[config.mk]
export PLATFORM = sky130hd
export DESIGN_NAME = rps_top
export DESIGN_NICKNAME = d
export VERILOG_FILES = /design/src/common/rps_pkg.sv /design/src/rtl/rps_sync.sv /design/src/rtl/rps_top.sv
export SDC_FILE = /design/constraint.sdc
export NUM_CORES = 1
export LEC_CHECK = 0
export BUFFER_PORTS_ARGS = -buffer_cell sky130_fd_sc_hd__clkbuf_2
export CORE_MARGIN = 5
export CORE_UTILIZATION = 50
export DETAILED_ROUTE_END_ITERATION = 7
export MAX_ROUTING_LAYER = met4
export PLACE_DENSITY_LB_ADDON = 0.25
export SLEW_MARGIN = 25
export SYNTH_ARGS = -nofsm -noshare
export SYNTH_HDL_FRONTEND = slang
export SYNTH_SLANG_ARGS = --single-unit
[constraint.sdc]
create_clock -name pclk -period 4.6 [get_ports pclk]
set_input_delay 0.46 -clock pclk [delete_from_list [all_inputs] [get_ports pclk]]
set_output_delay 0.46 -clock pclk [all_outputs]
set_load 0.02 [all_outputs]
[src/common/rps_pkg.sv]
package rps_pkg;
   // ----------------------------------------------------------------
   // register offsets
   // ----------------------------------------------------------------
   localparam logic [7:0] OFS_CTRL    = 8'h00;
   localparam logic [7:0] OFS_A_SET   = 8'h04;
   localparam logic [7:0] OFS_A_RST   = 8'h08;
   localparam logic [7:0] OFS_B_SET   = 8'h0C;
   localparam logic [7:0] OFS_B_RST   = 8'h10;
   localparam logic [7:0] OFS_OUT_CFG = 8'h14;
   localparam logic [7:0] OFS_IN_A    = 8'h18;
   localparam logic [7:0] OFS_IN_B    = 8'h1C;
   localparam logic [7:0] OFS_CAPTURE = 8'h20;
   localparam logic [7:0] OFS_STATUS  = 8'h24;
   localparam logic [7:0] OFS_IRQ_EN  = 8'h28;
   // ----------------------------------------------------------------
   // field positions
   // ----------------------------------------------------------------
   localparam int CTRL_RUN    = 0;
   localparam int CTRL_MODE   = 1;
   localparam int CTRL_FIFTY  = 3;
   localparam int CTRL_LOCK   = 4;
   localparam int CTRL_AUTO   = 5;
   localparam int CTRL_CLKSEL = 6;
   localparam int CFG_POL0    = 0;
   localparam int CFG_POL1    = 1;
   localparam int CFG_SEL_A   = 2;
   localparam int CFG_SEL_B   = 3;
   localparam int IN_EN       = 0;
   localparam int IN_FAULT    = 1;
   localparam int IN_SRC      = 2;
   localparam int IN_HIGH     = 3;
   localparam int ST_OVF      = 0;
   localparam int ST_FAULT    = 1;
   localparam int ST_CAP      = 2;
   // ----------------------------------------------------------------
   // reset values
   // ----------------------------------------------------------------
   localparam logic [6:0]  CTRL_RST = 7'h00;
   localparam logic [11:0] CMP_RST  = 12'h000;
   localparam logic [3:0]  CFG_RST  = 4'h0;
   localparam logic [3:0]  IN_RST   = 4'h0;
   localparam logic [2:0]  ST_RST   = 3'h0;
   // ----------------------------------------------------------------
   // modes and phases
   // ----------------------------------------------------------------
   localparam logic [1:0] MODE_ONE    = 2'h0;
   localparam logic [1:0] MODE_TWO    = 2'h1;
   localparam logic [1:0] MODE_FOUR   = 2'h2;
   localparam logic [1:0] MODE_CENTER = 2'h3;
   typedef enum logic [3:0] {
      PH_DT0 = 4'h1,
      PH_OT0 = 4'h2,
      PH_DT1 = 4'h4,
      PH_OT1 = 4'h8
   } rps_phase_t;
endpackage

[src/rtl/rps_sync.sv]
`timescale 1ns/1ps
// three-stage synchroniser; a change counts once stages two and three agree
module rps_sync
   import rps_pkg::*;
#(
   parameter int W = 1
)(
   input  wire logic         pclk,
   input  wire logic         presetn,
   input  wire logic [W-1:0] d,
   output logic      [W-1:0] q
);
   logic [W-1:0] s1_reg;
   logic [W-1:0] s2_reg;
   logic [W-1:0] s3_reg;

   always_ff @(posedge pclk or negedge presetn)
   begin
      if (!presetn)
      begin
         s1_reg <= '0;
         s2_reg <= '0;
         s3_reg <= '0;
         q      <= '0;
      end
      else
      begin
         s1_reg <= d;
         s2_reg <= s1_reg;
         s3_reg <= s2_reg;
         for (int i = 0; i < W; i++)
            if (s2_reg[i] == s3_reg[i])
               q[i] <= s3_reg[i];
      end
   end
endmodule

[src/rtl/rps_top.sv]
`timescale 1ns/1ps
// Summary of operation
// - four 12-bit set/reset compare values
// - capture counter on retrigger event
// - one irq: overflow, fault, capture
// - cycle is sub-cycle A then B
// - new values load at cycle top
// - centered mode counts up and down
// - four-ramp on/dead times, dead plus two
// - two-ramp times, dead-time set plus one
// - one-ramp times, outputs may overlap
// - period is sum of all times
// - fifty mode copies B into A
// - stopped immediate, running at cycle end
// - all values but B set update together; B set loads at every cycle end
// - write_triggered_update updates after B reset write
// - lock blocks update until cleared
// - write_triggered_update prevails over lock
// - lock covers A, B reset, config polarity bits
// - counter clock: I/O or PLL
// - per-part input: retrigger or fault
// - inputs from pins and comparator
// - ADC sync output
// - programmable output polarity
module rps_top
   import rps_pkg::*;
(
   input  wire logic        pclk,
   input  wire logic        presetn,
   input  wire logic        psel,
   input  wire logic        penable,
   input  wire logic        pwrite,
   input  wire logic [7:0]  paddr,
   input  wire logic [31:0] pwdata,
   output logic      [31:0] prdata,
   output logic             pready,
   output logic             pslverr,
   input  wire logic        pll_clk_in,
   input  wire logic        sense_in_pin,
   input  wire logic        sense_in_a_pin,
   input  wire logic        sense_in_b_pin,
   input  wire logic        comp_in,
   output logic             wave_out_0,
   output logic             wave_out_1,
   output logic             stage_irq,
   output logic             adc_sync_out
);
   // ----------------------------------------------------------------
   // helpers
   // ----------------------------------------------------------------
   function automatic logic [12:0] phase_len(input logic [1:0] m, input rps_phase_t ph,
      input logic [11:0] sa, input logic [11:0] ra, input logic [11:0] sb,
      input logic [11:0] rb);
      logic [12:0] add;
      add = (m == MODE_FOUR) ? 13'h0002 : 13'h0001;
      case (ph)
         PH_DT0:  phase_len = {1'b0, sa} + add;
         PH_OT0:  phase_len = (m == MODE_FOUR) ? {1'b0, ra} : {1'b0, ra} - {1'b0, sa};
         PH_DT1:  phase_len = {1'b0, sb} + add;
         PH_OT1:  phase_len = (m == MODE_FOUR) ? {1'b0, rb} : {1'b0, rb} - {1'b0, sb};
         default: phase_len = 13'h0001;
      endcase
   endfunction

   function automatic logic in_src(input logic hi, input logic cmp, input logic own,
      input logic shared, input logic comp);
      in_src = hi ? shared : (cmp ? comp : own);
   endfunction

   // ----------------------------------------------------------------
   // synchronised pins
   // ----------------------------------------------------------------
   logic [4:0] pin_s;
   rps_sync #(.W(5)) u_sync (
      .pclk    (pclk),
      .presetn (presetn),
      .d       ({pll_clk_in, comp_in, sense_in_b_pin, sense_in_a_pin, sense_in_pin}),
      .q       (pin_s)
   );

   // ----------------------------------------------------------------
   // registers
   // ----------------------------------------------------------------
   logic [6:0]  ctrl_reg;
   logic [11:0] wr_a_set_reg, wr_a_rst_reg, wr_b_set_reg, wr_b_rst_reg;
   logic [11:0] act_a_set_reg, act_a_rst_reg, act_b_set_reg, act_b_rst_reg;
   logic [3:0]  wr_cfg_reg, act_cfg_reg;
   logic [3:0]  in_a_reg, in_b_reg;
   logic [11:0] capture_reg;
   logic [2:0]  status_reg, irq_en_reg;
   logic        pend_reg, auto_eff_reg;
   logic        pll_prev_reg, act_a_prev_reg, act_b_prev_reg;
   logic [12:0] cnt_reg;
   logic        down_reg;
   rps_phase_t  phase_reg;

   logic        run, tick, multi, wr_en, eoc, last, load, rd_ok;
   logic        act_a, act_b, edge_a, edge_b, retrig_a, retrig_b, flt_a, flt_b, flt_ev;
   logic [1:0]  mode;
   logic [12:0] len;
   logic [11:0] rb13;
   logic        raw0, raw1;
   logic [31:0] rd_mux;

   assign run   = ctrl_reg[CTRL_RUN];
   assign mode  = ctrl_reg[CTRL_MODE +: 2];
   assign multi = (mode == MODE_TWO) || (mode == MODE_FOUR);
   assign wr_en = psel && penable && pready && pwrite;
   assign tick  = ctrl_reg[CTRL_CLKSEL] ? (pin_s[4] && !pll_prev_reg) : 1'b1;
   assign rb13  = act_b_rst_reg;

   // ----------------------------------------------------------------
   // apb slave
   // ----------------------------------------------------------------
   always_comb
   begin
      rd_ok  = 1'b1;
      rd_mux = 32'h0000_0000;
      case (paddr)
         OFS_CTRL:    rd_mux[6:0]  = ctrl_reg;
         OFS_A_SET:   rd_mux[11:0] = wr_a_set_reg;
         OFS_A_RST:   rd_mux[11:0] = wr_a_rst_reg;
         OFS_B_SET:   rd_mux[11:0] = wr_b_set_reg;
         OFS_B_RST:   rd_mux[11:0] = wr_b_rst_reg;
         OFS_OUT_CFG: rd_mux[3:0]  = wr_cfg_reg;
         OFS_IN_A:    rd_mux[3:0]  = in_a_reg;
         OFS_IN_B:    rd_mux[3:0]  = in_b_reg;
         OFS_CAPTURE: rd_mux[11:0] = capture_reg;
         OFS_STATUS:  rd_mux[2:0]  = status_reg;
         OFS_IRQ_EN:  rd_mux[2:0]  = irq_en_reg;
         default:     rd_ok        = 1'b0;
      endcase
   end

   always_ff @(posedge pclk or negedge presetn)
   begin
      if (!presetn)
      begin
         pready  <= 1'b0;
         pslverr <= 1'b0;
         prdata  <= 32'h0000_0000;
      end
      else
      begin
         pready  <= psel && penable && !pready;
         pslverr <= psel && penable && !pready && !rd_ok;
         if (psel && penable && !pready)
            prdata <= pwrite ? 32'h0000_0000 : rd_mux;
      end
   end

   // software-written copies
   always_ff @(posedge pclk or negedge presetn)
   begin
      if (!presetn)
      begin
         ctrl_reg     <= CTRL_RST;
         wr_a_set_reg <= CMP_RST;
         wr_a_rst_reg <= CMP_RST;
         wr_b_set_reg <= CMP_RST;
         wr_b_rst_reg <= CMP_RST;
         wr_cfg_reg   <= CFG_RST;
         in_a_reg     <= IN_RST;
         in_b_reg     <= IN_RST;
         irq_en_reg   <= ST_RST;
      end
      else if (wr_en)
      begin
         case (paddr)
            OFS_CTRL:    ctrl_reg     <= pwdata[6:0];
            OFS_A_SET:   wr_a_set_reg <= pwdata[11:0];
            OFS_A_RST:   wr_a_rst_reg <= pwdata[11:0];
            OFS_B_SET:   wr_b_set_reg <= pwdata[11:0];
            OFS_B_RST:   wr_b_rst_reg <= pwdata[11:0];
            OFS_OUT_CFG: wr_cfg_reg   <= pwdata[3:0];
            OFS_IN_A:    in_a_reg     <= pwdata[3:0];
            OFS_IN_B:    in_b_reg     <= pwdata[3:0];
            OFS_IRQ_EN:  irq_en_reg   <= pwdata[2:0];
            default:     ;
         endcase
      end
   end

   // ----------------------------------------------------------------
   // input modules
   // ----------------------------------------------------------------
   assign act_a = in_src(wr_cfg_reg[CFG_SEL_A], in_a_reg[IN_SRC], pin_s[1], pin_s[0],
                         pin_s[3]) == in_a_reg[IN_HIGH];
   assign act_b = in_src(wr_cfg_reg[CFG_SEL_B], in_b_reg[IN_SRC], pin_s[2], pin_s[0],
                         pin_s[3]) == in_b_reg[IN_HIGH];
   assign edge_a = in_a_reg[IN_EN] && act_a && !act_a_prev_reg;
   assign edge_b = in_b_reg[IN_EN] && act_b && !act_b_prev_reg;
   // retrigger only inside own sub-cycle in multi-ramp modes
   assign retrig_a = run && tick && edge_a && !in_a_reg[IN_FAULT]
                     && (!multi || phase_reg == PH_DT0 || phase_reg == PH_OT0);
   assign retrig_b = run && tick && edge_b && !in_b_reg[IN_FAULT]
                     && (!multi || phase_reg == PH_DT1 || phase_reg == PH_OT1);
   assign flt_a  = in_a_reg[IN_EN] && in_a_reg[IN_FAULT] && act_a;
   assign flt_b  = in_b_reg[IN_EN] && in_b_reg[IN_FAULT] && act_b;
   assign flt_ev = (edge_a && in_a_reg[IN_FAULT]) || (edge_b && in_b_reg[IN_FAULT]);

   always_ff @(posedge pclk or negedge presetn)
   begin
      if (!presetn)
      begin
         pll_prev_reg   <= 1'b0;
         act_a_prev_reg <= 1'b0;
         act_b_prev_reg <= 1'b0;
      end
      else
      begin
         pll_prev_reg   <= pin_s[4];
         act_a_prev_reg <= act_a;
         act_b_prev_reg <= act_b;
      end
   end

   // ----------------------------------------------------------------
   // counter and phases
   // ----------------------------------------------------------------
   assign len  = phase_len(mode, phase_reg, act_a_set_reg, act_a_rst_reg,
                           act_b_set_reg, act_b_rst_reg);
   assign last = (cnt_reg + 13'h0001) >= len;

   // cycle ends when sub-cycle B ends
   always_comb
   begin
      case (mode)
         MODE_ONE:    eoc = run && tick && !retrig_a && !retrig_b && cnt_reg == {1'b0, rb13};
         MODE_CENTER: eoc = run && tick && down_reg && cnt_reg == 13'h0000;
         default:     eoc = run && tick && (retrig_b || (phase_reg == PH_OT1 && last));
      endcase
   end

   always_ff @(posedge pclk or negedge presetn)
   begin
      if (!presetn)
      begin
         cnt_reg   <= 13'h0000;
         phase_reg <= PH_DT0;
         down_reg  <= 1'b0;
      end
      else if (!run)
      begin
         cnt_reg   <= 13'h0000;
         phase_reg <= PH_DT0;
         down_reg  <= 1'b0;
      end
      else if (tick)
      begin
         case (mode)
            MODE_ONE:
               cnt_reg <= (retrig_a || retrig_b || eoc) ? 13'h0000 : cnt_reg + 13'h0001;
            MODE_CENTER:
            begin
               if (!down_reg)
               begin
                  down_reg <= cnt_reg >= {1'b0, rb13};
                  cnt_reg  <= (cnt_reg >= {1'b0, rb13}) ? cnt_reg - 13'h0001
                                                       : cnt_reg + 13'h0001;
               end
               else
               begin
                  down_reg <= cnt_reg != 13'h0000;
                  cnt_reg  <= (cnt_reg == 13'h0000) ? 13'h0001 : cnt_reg - 13'h0001;
               end
            end
            default:
            begin
               cnt_reg <= (retrig_a || eoc || last) ? 13'h0000 : cnt_reg + 13'h0001;
               if (retrig_a)
                  phase_reg <= PH_DT1;
               else if (eoc)
                  phase_reg <= PH_DT0;
               else if (last)
               begin
                  case (phase_reg)
                     PH_DT0:  phase_reg <= PH_OT0;
                     PH_OT0:  phase_reg <= PH_DT1;
                     PH_DT1:  phase_reg <= PH_OT1;
                     default: phase_reg <= PH_DT0;
                  endcase
               end
            end
         endcase
      end
   end

   // ----------------------------------------------------------------
   // synchronised update of waveform values
   // ----------------------------------------------------------------
   // write_triggered_update prevails over lock
   assign load = !run || (eoc && (auto_eff_reg ? pend_reg : !ctrl_reg[CTRL_LOCK]));

   always_ff @(posedge pclk or negedge presetn)
   begin
      if (!presetn)
      begin
         act_a_set_reg <= CMP_RST;
         act_a_rst_reg <= CMP_RST;
         act_b_set_reg <= CMP_RST;
         act_b_rst_reg <= CMP_RST;
         act_cfg_reg   <= CFG_RST;
      end
      else
      begin
         if (!run || eoc)
            act_b_set_reg <= wr_b_set_reg;
         if (load)
         begin
            act_a_set_reg <= ctrl_reg[CTRL_FIFTY] ? wr_b_set_reg : wr_a_set_reg;
            act_a_rst_reg <= ctrl_reg[CTRL_FIFTY] ? wr_b_rst_reg : wr_a_rst_reg;
            act_b_rst_reg <= wr_b_rst_reg;
            act_cfg_reg   <= wr_cfg_reg;
         end
      end
   end

   // write_triggered_update arms at a cycle end; pending set wins over its clear
   always_ff @(posedge pclk or negedge presetn)
   begin
      if (!presetn)
      begin
         auto_eff_reg <= 1'b0;
         pend_reg     <= 1'b0;
      end
      else
      begin
         if (eoc)
            auto_eff_reg <= ctrl_reg[CTRL_AUTO];
         if (wr_en && paddr == OFS_B_RST)
            pend_reg <= 1'b1;
         else if (load)
            pend_reg <= 1'b0;
      end
   end

   // ----------------------------------------------------------------
   // capture, status, interrupt, outputs
   // ----------------------------------------------------------------
   always_ff @(posedge pclk or negedge presetn)
   begin
      if (!presetn)
      begin
         capture_reg <= CMP_RST;
         status_reg  <= ST_RST;
         stage_irq   <= 1'b0;
      end
      else
      begin
         if (retrig_a || retrig_b)
            capture_reg <= cnt_reg[11:0];
         for (int i = 0; i < 3; i++)
            if (wr_en && paddr == OFS_STATUS && pwdata[i])
               status_reg[i] <= 1'b0;
         if (eoc)
            status_reg[ST_OVF] <= 1'b1;
         if (flt_ev)
            status_reg[ST_FAULT] <= 1'b1;
         if (retrig_a || retrig_b)
            status_reg[ST_CAP] <= 1'b1;
         stage_irq <= |(status_reg & irq_en_reg);
      end
   end

   always_comb
   begin
      if (multi)
      begin
         raw0 = phase_reg == PH_OT0;
         raw1 = phase_reg == PH_OT1;
      end
      else
      begin
         raw0 = cnt_reg > {1'b0, act_a_set_reg} && cnt_reg <= {1'b0, act_a_rst_reg};
         raw1 = cnt_reg > {1'b0, act_b_set_reg} && cnt_reg <= {1'b0, act_b_rst_reg};
      end
   end

   always_ff @(posedge pclk or negedge presetn)
   begin
      if (!presetn)
      begin
         wave_out_0   <= 1'b0;
         wave_out_1   <= 1'b0;
         adc_sync_out <= 1'b0;
      end
      else
      begin
         wave_out_0   <= (run && raw0 && !flt_a) ^ act_cfg_reg[CFG_POL0];
         wave_out_1   <= (run && raw1 && !flt_b) ^ act_cfg_reg[CFG_POL1];
         adc_sync_out <= eoc;
      end
   end

   // ----------------------------------------------------------------
   // assertions
   // ----------------------------------------------------------------
   a_stop_idle: assert property (@(posedge pclk) disable iff (!presetn)
      !run |=> wave_out_0 == $past(act_cfg_reg[CFG_POL0]))
      else $error("output not inactive while stopped");
   a_cap_load: assert property (@(posedge pclk) disable iff (!presetn)
      (retrig_a || retrig_b) |=> capture_reg == $past(cnt_reg[11:0]) && status_reg[ST_CAP])
      else $error("capture not taken");
   a_ovf_sync: assert property (@(posedge pclk) disable iff (!presetn)
      eoc |=> adc_sync_out && status_reg[ST_OVF])
      else $error("cycle end not flagged");
   a_irq_out: assert property (@(posedge pclk) disable iff (!presetn)
      (|(status_reg & irq_en_reg)) |=> stage_irq)
      else $error("irq not raised");
   a_stop_load: assert property (@(posedge pclk) disable iff (!presetn)
      !run |=> act_b_rst_reg == $past(wr_b_rst_reg))
      else $error("stopped write not immediate");
   a_mid_hold: assert property (@(posedge pclk) disable iff (!presetn)
      (run && !eoc) |=> $stable(act_a_rst_reg) && $stable(act_b_rst_reg))
      else $error("update inside cycle");
   a_lock_hold: assert property (@(posedge pclk) disable iff (!presetn)
      (run && ctrl_reg[CTRL_LOCK] && !auto_eff_reg) |=> $stable(act_a_set_reg))
      else $error("update while locked");
   a_auto_load: assert property (@(posedge pclk) disable iff (!presetn)
      (eoc && auto_eff_reg && pend_reg && !(wr_en && paddr == OFS_B_RST))
      |=> act_b_rst_reg == $past(wr_b_rst_reg) && !pend_reg)
      else $error("write_triggered_update update missed");
   a_fifty_copy: assert property (@(posedge pclk) disable iff (!presetn)
      (load && ctrl_reg[CTRL_FIFTY]) |=> act_a_set_reg == $past(wr_b_set_reg))
      else $error("fifty copy missing");
endmodule

==> metrics.md <==
| Metric | Value |
|---|---|
| Final Wtd Congestion | 0.960 |
| Layout area overhead | 16.5% |
| Hold Crit Class | in -> async |
| Via count | 10,600 |
| Grt total ovfl | 0 |
| Total GRT Usage | roughly 27% |
| # setup viols final | 0 |
| Synth warnings | 0 |
| Max Freq | 225 MHz |
| Met2 GRT Util | 40.4% |
| Area of the multi-input gates | about 7300 um2 |
| Avg WL per Cell | 21.8 um |
| Setup TNS | 0 ps |
| Power per cell area | 238 nW/um2 |
| Number of I/O port buffers | 47 |
| Seq/Total Area, Yosys | 38.9% |
| H-tree depth | 4 |
| GRT Max-Usage Layer | met2 |
| Flop2flop setup slack | 160 ps |
| Crit path time final | 4440 ps |
| Finished Cell Area | ~15,000 um2 |
| Clk root buf | clkbuf_16 |
| DP Area | around 14,000 um2 |
| R2R cell count | 19 |
| Worst-case clock buffer depth | 2 |
| CTS tree | done |
| Cell variety after synth | 84 |
| Slew headroom | 33.8% |
| Slew @ Worst Pin | between 900 and 1000 ps |
| Synth Flop Type | dfrtp_1 |
| Ports | 88 |
| # DRC | 0 |
| CP max-delay cell | dfrtp_2 |
| Crit Path Class | reg -> reg |
| Die area | ~28,000 um2 |
| Pre-Repair DR Iteration Count | 8 |
| Status | complete, no violations |
| Number of synthesized flops with an enable pin | 0 |
| Required @ worst endpoint | around 5000 ps |
| Hold_ws | 83.0 ps |
| Maximum fanout along the worst path | 7 |
| Core Box Area | 25,000 um2 |
| Max reg flops | 13 |
| Syn_area_per_cell | 10.1 um2 |
| Slew Limit Fails | 0 |
| Worst EP arrival | 4760 ps |
| Largest net degree at the start of global routing | 112 |
| Filler Cells Inserted | 2,132 |
| Die Width | approximately 170 um |
| ANT cells | 0 |
| NumNets Final | 1,533 |
| M1 GR Usage | 38.2% |
| Max capacitance violation total | 0 |
| ANT nets after route | 0 |
| Async SR Flop Fraction | 100% |
| Vias in the first global route | between 10,000 and 15,000 |
| Endpoint class of the critical path | flip-flop |
| CTS Sinks | just under 200 |
| Cts hold-fix bufs | 0 |
| Fin. Hold Viols | 0 |
| Core Rows | 58 |
| Layout cell share with drive strength beyond 1 | 24.5% |
| FF-to-FF Start | act_a_rst_reg[1] |
| Post-Layout Cell Count | 1,731 |
| Seq. cell area | 4910 um2 |
| Final wirelength | 37,800 um |
| Synthesized area | between 10,000 and 15,000 um2 |
| Worst R2R End | act_b_set_reg[4] |
| Cells along the critical path | ha_1 > nor2b_1 > o21a_1 > a31o_2 > o41ai_2 > buf_4 > o21ai_1 > or3_1 > a21oi_2 > a211oi_2 > ha_1 > and4_4 > nand2_2 > o21ai_2 > buf_6 > a21oi_4 > o21ai_4 > or2_4 > mux2_4 |
| Via density per instance | around 6.1 |
| Cts bufs inserted | 17 |
| Leak | 7.10 nW |
| Max VDD drop | 327 uV |
| Clock slew at reported path FFs | 90 ps |
| Synth Instances | 1,254 |
| Skew-Pair Late Insertion Delay | between 400 and 500 ps |
| Die height | 169 um |
| Initial Utilization | 50.4% |
| Global Route met3 Usage | under 10% |
| DP Worst Slack | -293 ps |
| Yosys reg bits | 196 |
| Detailed Route Iter0 Violations | between 1,000 and 1,500 |
| Most common cell on crit path | ha_1 |
| Placed insts | 1,687 |
| Final Cycle Share | 96.4% |
| Initial antenna violation count | 0 |
| First-pass GRT wire length | 58,600 um |
| Worst Setup Start Kind | flip-flop |
| Fin Clk Skew | 20.5 ps |
| DP HPWL | ~28,000 um |
| Critical path's largest stage delay | around 450 ps |
| Min setup slack post-route | approximately 160 ps |
synth_stat cells (15+ instances only):
master	instances	area share [%]
clkbuf_1	30	0.89
nand2_1	113	3.4
a22o_1	18	1.3
ha_1	92	9.1
mux2_2	76	6.8
xnor2_1	33	2.3
nor2_1	61	1.8
mux2i_1	53	4.2
mux2_1	15	1.3
dfrtp_1	195	39
o21ai_0	55	2.2
a22oi_1	19	1.1
a21oi_1	49	1.9
nand3_1	38	1.5
a221oi_1	17	1.2
buf_4	23	1.4
inv_1	70	2.1
nor3_1	21	0.83
nor2b_1	19	0.94
metal layers:
layer  wire, um  share of wire [%]  vias to the layer above
met5          0                  0                        -
met3       2560                6.8                       66
li1           -                  -                     4839
met2      17000                 45                      424
met4       1250                3.3                        0
met1      17000                 45                     5229
through the flow:
stage | utilization [%] | total power [mW]
6_report | 58.7 | 3.49
3_3_place_gp | 55.1 | 1.95
2_1_floorplan | - | 1.88
4_1_cts | 58.1 | 3.51
5_1_grt | 58.7 | 3.61
3_5_place_dp | 55.1 | 1.95
how the worst max path moves through the flow:
stage,startpoint,endpoint,cells after the start
2_1_floorplan,phase_reg[0],act_b_set_reg[10],23
3_3_place_gp,act_a_rst_reg[0],act_b_rst_reg[7],23
3_5_place_dp,act_a_rst_reg[0],act_b_rst_reg[3],23
4_1_cts,phase_reg[0],act_b_set_reg[4],23
5_1_grt,act_a_rst_reg[0],act_b_set_reg[1],23
6_report,act_a_rst_reg[1],act_b_set_reg[4],19
critical path, delay by kind of cell (launching register included):
kind,cells,cell delay [ps]
AO/OA/AOI/OAI,9,1560
buffers and inverters,2,300
adder cells (fa/ha/maj),2,580
flip-flops,1,450
multiplexers,1,320
AND/OR/NAND/NOR,5,1080
power by group:
group	switching, mW	internal (mW)
clock network	0.818	0.752
logic	0.111	0.0567
registers	0.0135	1.74
total	0.942	2.55
layout by cell type, fill, tap and decap left out, drive strengths merged, types with 12 or more instances in the layout:
cell type  Yosys  final
a21o          15     17
a21oi         49     49
a221oi        17     17
a222oi        12     12
a22o          18     18
a22oi         19     19
buf           43    119
clkbuf        30     64
conb           1     20
dfrtp        195    195
ha            92     92
inv           71     80
mux2         101    101
mux2i         53     53
nand2        113    113
nand2b        12     12
nand3         38     38
nor2          61     61
nor2b         19     19
nor3          21     21
o211ai        12     12
o21ai         57     57
xnor2         33     33
xor2          13     13
final cells by class:
type,count,area share [%]
tap,330,2.81
timing repair buffer,166,7.94
sequential,196,33.4
inverter,71,1.81
clock inverter,15,1.31
multi-input combinational,936,49.8
clock buffer,17,2.90
logic make-up after synthesis:
group                      synth area share (%)
xor gates and xnor gates                   3.20
AOI/OAI and AO/OA                          16.0
buffers and inverters                      5.41
and+or+nand+nor                            12.9
muxes                                      13.5
other                                    0.0297
adders and majority gates                  10.0
DFF                                        38.9
timing repair:
action | CTS | global route
pin swaps | 8 | 26
gates resized for setup | 16 | 31
endpoints found under the setup margin | 63 | 62
gates cloned | 3 | 0
buffers inserted | 3 | 6
Note: power is estimated with default switching activity, not from simulation.
